--- src/vdc_pkg.sv ---
package vdc_pkg;

  // register map
  localparam logic [7:0] VDC_ADDR_DATAPATH_CFG = 8'h22;
  localparam logic [7:0] VDC_ADDR_RX_MODE_STATUS = 8'h23;
  localparam logic [7:0] VDC_RESET_DATAPATH_CFG = 8'h00;
  localparam logic [7:0] VDC_READ_UNMAPPED = 8'h00;
  localparam logic [7:0] VDC_RESERVED_ZERO = 8'h00;

  // field positions of the datapath configuration and receive-mode status registers
  localparam int VDC_BIT_FOUR_CH_EN = 0;
  localparam int VDC_BIT_AUDIO_TRANSPORT = 1;
  localparam int VDC_BIT_COLOUR_18 = 2;
  localparam int VDC_BIT_FOUR_CH_OVR = 3;
  localparam int VDC_BIT_AUDIO_ON_VIDEO_SUPPRESS = 4;
  localparam int VDC_BIT_PIXEL_VALID_POLARITY = 5;
  localparam int VDC_BIT_UNGATED_PIXEL_PASS = 6;
  localparam int VDC_BIT_FORWARD_LOAD_BLOCK = 7;
  localparam int VDC_BIT_RXS_RESERVED = 7;
  localparam int VDC_BIT_RXS_REPEATER = 2;

  // mask of the fields the forward channel may load
  localparam logic [7:0] VDC_FWD_LOAD_MASK = 8'h7f;

  // video widths selected by the colour-depth field
  localparam logic [4:0] VDC_WIDTH_18 = 5'h12;
  localparam logic [4:0] VDC_WIDTH_24 = 5'h18;

  // 18-bit video keeps the upper six bits of each colour
  localparam logic [23:0] VDC_MASK_18 = 24'hfcfcfc;

  // decoded datapath controls
  typedef struct packed {
    logic pixel_valid_active_low;
    logic ungated_pixel_pass;
    logic content_protect_enable;
    logic audio_on_video_enable;
    logic four_channel_enable;
    logic in_band_transport;
    logic colour_18_bit;
    logic surround_allowed;
  } vdc_ctrl_type;

endpackage

--- src/vdc_decode.sv ---
`timescale 1ns/1ns
// turns the stored register byte into datapath controls
module vdc_decode (
  input wire logic [7:0] cfg,
  input wire logic repeater_mode,
  input wire logic compat_mode,
  output vdc_pkg::vdc_ctrl_type ctrl
);

  wire logic ungated;
  wire logic four_ch;

  // ungated pass is ignored in backward-compatibility mode; gated path works there
  assign ungated = cfg[vdc_pkg::VDC_BIT_UNGATED_PIXEL_PASS] & ~compat_mode;
  // override set: enable follows bit 0; clear: four-channel off
  assign four_ch = cfg[vdc_pkg::VDC_BIT_FOUR_CH_OVR] & cfg[vdc_pkg::VDC_BIT_FOUR_CH_EN];

  // field decode
  assign ctrl.pixel_valid_active_low = cfg[vdc_pkg::VDC_BIT_PIXEL_VALID_POLARITY];
  assign ctrl.ungated_pixel_pass = ungated;
  assign ctrl.content_protect_enable = ~ungated;
  assign ctrl.audio_on_video_enable = ~ungated &
    ~cfg[vdc_pkg::VDC_BIT_AUDIO_ON_VIDEO_SUPPRESS];
  assign ctrl.four_channel_enable = four_ch;
  assign ctrl.in_band_transport = cfg[vdc_pkg::VDC_BIT_AUDIO_TRANSPORT];
  assign ctrl.colour_18_bit = cfg[vdc_pkg::VDC_BIT_COLOUR_18];
  // surround audio unsupported in repeater with 18-bit video
  assign ctrl.surround_allowed = ~(repeater_mode & cfg[vdc_pkg::VDC_BIT_COLOUR_18]);

endmodule // vdc_decode

--- src/vdc_datapath_config.sv ---
// Functional notes
// - block bit set stops forward-channel loading and keeps local writes
// - lower seven fields load from remote serializer unless block bit set
// - ungated pass forwards rgb regardless of pixel-valid
// - ungated pass disables content protection and blocks packetized audio
// - backward-compatibility mode works with ungated pass cleared
// - polarity 1 is active low idle high, 0 active high idle low
// - suppress bit 1 keeps packetized audio off rgb pins, 0 outputs it
// - four-channel override set takes enable from bit 0, else disabled
// - colour select 1 is 18-bit video, 0 is 24-bit
// - repeater with 18-bit video gives no surround audio
// - transport field picks in-band or data-island i2s transport
// - four-channel enable 1 turns on four-channel i2s when override set, 0 off
// - configuration at 0x22, resets to zero, read and write
// - receive-mode status bit 7 reserved, read-only, reads zero
//
// Decided for this implementation: strobed register access.
`timescale 1ns/1ns
module vdc_datapath_config (
  input wire logic sys_clk,
  input wire logic rst,
  input wire logic [7:0] reg_addr,
  input wire logic [7:0] reg_wdata,
  input wire logic reg_wr,
  input wire logic reg_rd,
  output logic [7:0] reg_rdata,
  input wire logic fwd_cfg_valid,
  input wire logic [7:0] fwd_cfg_data,
  input wire logic repeater_mode,
  input wire logic compat_mode,
  input wire logic pixel_valid_in,
  input wire logic [23:0] rgb_in,
  input wire logic [23:0] audio_pkt_in,
  input wire logic audio_pkt_valid,
  output logic [23:0] rgb_out,
  output logic rgb_out_valid,
  output vdc_pkg::vdc_ctrl_type ctrl_out,
  output logic [4:0] video_width
);

  logic [7:0] cfg_r;
  logic [7:0] cfg_nxt;
  logic [7:0] rdata_nxt;
  vdc_pkg::vdc_ctrl_type ctrl;
  wire logic wr_cfg;
  wire logic rd_cfg;
  wire logic rd_rxs;
  wire logic fwd_load;
  wire logic pix_active;
  logic [7:0] rxs_view;
  logic [23:0] rgb_nxt;
  logic rgb_valid_nxt;

  // address decode
  assign wr_cfg = reg_wr & (reg_addr == vdc_pkg::VDC_ADDR_DATAPATH_CFG);
  assign rd_cfg = reg_addr == vdc_pkg::VDC_ADDR_DATAPATH_CFG;
  assign rd_rxs = reg_addr == vdc_pkg::VDC_ADDR_RX_MODE_STATUS;

  // forward load only when block bit clear; software write wins same cycle
  assign fwd_load = fwd_cfg_valid & ~cfg_r[vdc_pkg::VDC_BIT_FORWARD_LOAD_BLOCK];

  // next configuration value
  always_comb begin
    cfg_nxt = cfg_r;
    if (wr_cfg) begin
      cfg_nxt = reg_wdata;
    end else if (fwd_load) begin
      // bit 7 is local-only, the remote never sets the block
      cfg_nxt = (cfg_r & ~vdc_pkg::VDC_FWD_LOAD_MASK) |
        (fwd_cfg_data & vdc_pkg::VDC_FWD_LOAD_MASK);
    end
  end

  // status view: only repeater strap shown, reserved bit 7 held at zero
  always_comb begin
    rxs_view = vdc_pkg::VDC_RESERVED_ZERO;
    rxs_view[vdc_pkg::VDC_BIT_RXS_REPEATER] = repeater_mode;
    rxs_view[vdc_pkg::VDC_BIT_RXS_RESERVED] = 1'b0;
  end

  // read mux, if-chain decode
  always_comb begin
    rdata_nxt = vdc_pkg::VDC_READ_UNMAPPED;
    if (!reg_rd) begin
      rdata_nxt = vdc_pkg::VDC_READ_UNMAPPED;
    end else if (rd_cfg) begin
      rdata_nxt = cfg_r;
    end else if (rd_rxs) begin
      rdata_nxt = rxs_view;
    end
  end

  vdc_decode u_decode (
    .cfg(cfg_r),
    .repeater_mode(repeater_mode),
    .compat_mode(compat_mode),
    .ctrl(ctrl)
  );

  // pixel-valid sense follows polarity field
  assign pix_active = pixel_valid_in ^ ctrl.pixel_valid_active_low;

  // rgb pin mux: video when valid or ungated, else packetized audio if allowed
  always_comb begin
    rgb_nxt = rgb_in;
    rgb_valid_nxt = 1'b0;
    if (pix_active || ctrl.ungated_pixel_pass) begin
      rgb_nxt = rgb_in;
      rgb_valid_nxt = 1'b1;
    end else if (audio_pkt_valid && ctrl.audio_on_video_enable) begin
      rgb_nxt = audio_pkt_in;
      rgb_valid_nxt = 1'b0;
    end
    // 18-bit mode leaves the two low bits of each colour unused
    if (ctrl.colour_18_bit) begin
      rgb_nxt = rgb_nxt & vdc_pkg::VDC_MASK_18;
    end
  end

  // register state, cleared by reset
  always_ff @(posedge sys_clk or posedge rst) begin
    if (rst) begin
      cfg_r <= vdc_pkg::VDC_RESET_DATAPATH_CFG;
      reg_rdata <= vdc_pkg::VDC_READ_UNMAPPED;
    end else begin
      cfg_r <= cfg_nxt;
      reg_rdata <= rdata_nxt;
    end
  end

  // registered datapath outputs
  always_ff @(posedge sys_clk or posedge rst) begin
    if (rst) begin
      rgb_out <= '0;
      rgb_out_valid <= 1'b0;
      ctrl_out <= '0;
      video_width <= vdc_pkg::VDC_WIDTH_24;
    end else begin
      rgb_out <= rgb_nxt;
      rgb_out_valid <= rgb_valid_nxt;
      ctrl_out <= ctrl;
      video_width <= ctrl.colour_18_bit ? vdc_pkg::VDC_WIDTH_18 : vdc_pkg::VDC_WIDTH_24;
    end
  end

endmodule // vdc_datapath_config

--- config.mk ---
export PLATFORM = sky130hd
export DESIGN_NAME = vdc_datapath_config
export DESIGN_NICKNAME = d
export VERILOG_FILES = /design/src/vdc_pkg.sv /design/src/vdc_decode.sv /design/src/vdc_datapath_config.sv
export SDC_FILE = /design/constraint.sdc
export NUM_CORES = 1
export LEC_CHECK = 0
export ABC_CLOCK_PERIOD_IN_PS = 1700
export BUFFER_PORTS_ARGS = -buffer_cell sky130_fd_sc_hd__buf_2
export CAP_MARGIN = 20
export CORE_MARGIN = 2
export CORE_UTILIZATION = 30
export CTS_CLUSTER_DIAMETER = 60
export DETAILED_ROUTE_END_ITERATION = 12
export GPL_TIMING_DRIVEN = 0
export HOLD_SLACK_MARGIN = 0.15
export SYNTH_ARGS = -nofsm -noshare
export SYNTH_HDL_FRONTEND = slang
export SYNTH_SLANG_ARGS = --single-unit
export TNS_END_PERCENT = 1
--- constraint.sdc ---
create_clock -name sys_clk -period 1.7 [get_ports sys_clk]
set_input_delay 0.17 -clock sys_clk [delete_from_list [all_inputs] [get_ports sys_clk]]
set_output_delay 0.17 -clock sys_clk [all_outputs]
set_load 0.03 [all_outputs]
==> impl_metrics.csv <==
group,metric,value,unit
run_status,status,"finished, final reports clean",
pwr,fin_total_pwr,2.68,mW
clock_tree,cts_buffers,5,
cells_and_area,area_delta_synth_final,69.7,%
sta,hold_ws,0.199,ns
global_route,grt_pass1_wl,7.94,mm
pwr,ir_drop,0.000390,V
floorplanning,die_y,86.4,um
logic_synthesis,synth-seq-cells,50,
critical_path,cp_slowest_stage_delay,0.43,ns
floorplanning,row_count,30,
critical_path,required,1.88,ns
placement,port_buffers,122,
logic_synthesis,yosysWarnings,0,
floorplanning,dieWidth,86.4,um
pwr,p_leak,1.79,nW
clock_tree,clk_latency,0.29,ns
critical_path,worstReg2RegStart,"cfg_r[5]",
logic_synthesis,synth_area,2030,um2
clock_tree,clockBufferDepth,2,
route,routed_wl,5.19,mm
global_route,grt_max_degree,29,
sta,timing.fmax,630,MHz
sta,min_period,1.59,ns
clock_tree,cts.htree.levels,2,
clock_tree,clk_pin_slew,0.08,ns
floorplanning,fp.dieArea,7460,um2
min_path,min-delay-start,"reg_addr[4]",
global_route,grt_usage,13.8,%
sta,fin_skew,0.00696,ns
sta,min_period_over_period,93.4,%
job,max_cap_violations,0,
critical_path,start_kind,"flip-flop",
critical_path,critical_path_class,"reg -> reg",
critical_path,cpLargestDelayFamily,"flip-flops",
sta,fin_ws,0.112,ns
critical_path,worst-path-stages,4,
placement,gp_congestion,0.705,
floorplanning,initial_core_util,30.4,%
pwr,power_density,778,nW/um2
clock_tree,cts_tree,"yes",
cells_and_area,design_area,3450,um2
route,vias,1701,
logic_synthesis,synth-seq-area-share,61.6,%
global_route,gr-total-overflow,0,
critical_path,path_cells,"xnor2_2 > nand4b_4 > buf_6 > mux2_4",
placement,dpl_worst_slack,0.0649,ns
logic_synthesis,synthCells,137,
sta,worst_slew_pin_slew,0.514,ns
min_path,hold-path-endpoint,"reg_rdata[2]",
sta,relSlewSlack,65.7,%
logic_synthesis,synthDistinctLibCells,23,
sta,slew_viol_final,0,
cells_and_area,diodes,0,
critical_path,worstPathArrival,1.77,ns
global_route,antenna_found_initial,0,
min_path,hold_depth,3,
critical_path,path_buf_inv,1,
floorplanning,ios,127,
critical_path,rr_worst_depth,4,
cells_and_area,nets,408,
critical_path,regToRegSetupSlack,0.11,ns
route,routedWlPerCell,12.7,um
critical_path,crit_fanout,10,
route,drt_iter0_drc,22,
global_route,grt_pass1_vias,1785,
clock_tree,numClockSinks,50,
clock_tree,post-cts-setup-buffers,0,
route,ant_nets,0,
critical_path,regToRegEndpoint,"rgb_out[19]",
critical_path,cp-end-kind,"flip-flop",
cells_and_area,drive_gt1_share,54.0,%
route,drc,0,
clock_tree,root_buffer,"clkbuf_8",
floorplanning,coreArea,6680,um2
logic_synthesis,syn-mean-instance-area,14.9,um2
min_path,min_path_type,"in -> reg",
sta,hold_viol_final,0,
sta,rsz0062_at_grt,"false",
placement,hpwl,3.27,mm
route,viasPerCell,4.17,
sta,finalSetupViolCount,0,
cells_and_area,final_util,51.7,%
critical_path,worst_path_max_delay_cell,"dfrtp_1",
route,firstDrtPassIters,4,
placement,place_area,2770,um2
==> power breakdown <==
part,internal (mW),switching [mW],total (mW),leakage [nW]
Sequential,1.28,0.0322,1.31,0.609
Combinational,0.329,0.345,0.674,1.14
Clock,0.329,0.368,0.697,0.0482
==> synthesized netlist by cell type <==
cell	count	area (um2)
mux2i_1	7	70.1
clkbuf_1	2	7.51
and4b_1	1	10.0
buf_6	1	11.3
nand3_2	1	10.0
buf_2	1	5.00
and2_1	8	50.1
nand4b_4	1	23.8
dfrtp_1	49	1230
nor2b_1	1	6.26
inv_1	3	11.3
mux2_4	10	150
buf_4	4	30.0
nand2b_1	1	6.26
nor4b_1	1	8.76
nor4b_2	2	30.0
and3_1	2	12.5
mux2_2	23	259
nand2_1	14	52.6
conb_1	2	7.51
nor2_1	1	3.75
dfstp_2	1	26.3
xnor2_2	1	16.3
==> placed cells by master (no fill, tap or decap), drive strengths merged, types with 2 or more instances in the layout <==
cell | netlist | final
mux2 | 33 | 33
buf | 6 | 129
nand2 | 14 | 14
and2 | 8 | 8
dfrtp | 49 | 49
nor4b | 3 | 3
dlygate4sd3 | 0 | 59
inv | 3 | 3
conb | 2 | 3
mux2i | 7 | 7
clkbuf | 2 | 9
and3 | 2 | 2
==> worst max path at each step <==
stage	startpoint	endpoint	slack, ns
2_1_floorplan	cfg_r[7]	cfg_r[0]	0.26
6_report	cfg_r[5]	rgb_out[19]	0.11
4_1_cts	cfg_r[5]	rgb_out[14]	0.04
3_5_place_dp	cfg_r[5]	rgb_out[19]	0.06
3_3_place_gp	rst	cfg_r[0]	-0.39
5_1_grt	cfg_r[5]	rgb_out[13]	0.009
==> logic make-up (layout without fill, tap and decap cells) <==
family	count (synthesis)	after routing	synth area share [%]
xor gates and xnor gates	1	1	0.800
buffers and inverters	11	201	3.20
DFF	50	50	61.6
muxes	40	40	23.6
other	2	3	0.369
and+or+nand+nor	33	33	10.5
==> sequential cells by signal, indices dropped and copies added (netlist names) <==
register / count
ctrl_out: 7
rgb_out: 24
cfg_r: 8
reg_rdata: 8
rgb_out_valid: 1
video_width: 2
==> stage by stage <==
step,instances,TNS (ns)
floorplan,138,0
global placement,340,-18.90
detailed placement,341,0
CTS,408,0
global route,408,0
finish,408,0
==> cell type report <==
type,instances,area [um2]
sequential,50,1250
buffer,8,55.1
clock buffer,7,86.3
inverter,3,11.3
tap,80,100
timing repair buffer,182,1220
clock inverter,1,5.00
fill,585,3230
multi-input combinational,77,721
==> timing repair <==
action,4_1_cts,5_1_grt
hold buffers,59,0
endpoints found under the hold margin,55,0
gates resized for setup,0,2
endpoints found under the setup margin,0,15
==> worst reg2reg max path, cell delays in order, from the launching register on <==
cell and delay (ns):
dfrtp_1 0.43, xnor2_2 0.27, nand4b_4 0.24, buf_6 0.23, mux2_4 0.31
==> layer usage <==
metal | vias up | track usage (%) | wire, um
met5 | - | 0 | 0
met4 | 0 | 5.40 | 80
met3 | 8 | 3.43 | 351
met2 | 68 | 25.3 | 2800
met1 | 788 | 15.3 | 1960
li1 | 837 | - | -
Power figures use the tool's default switching activity.
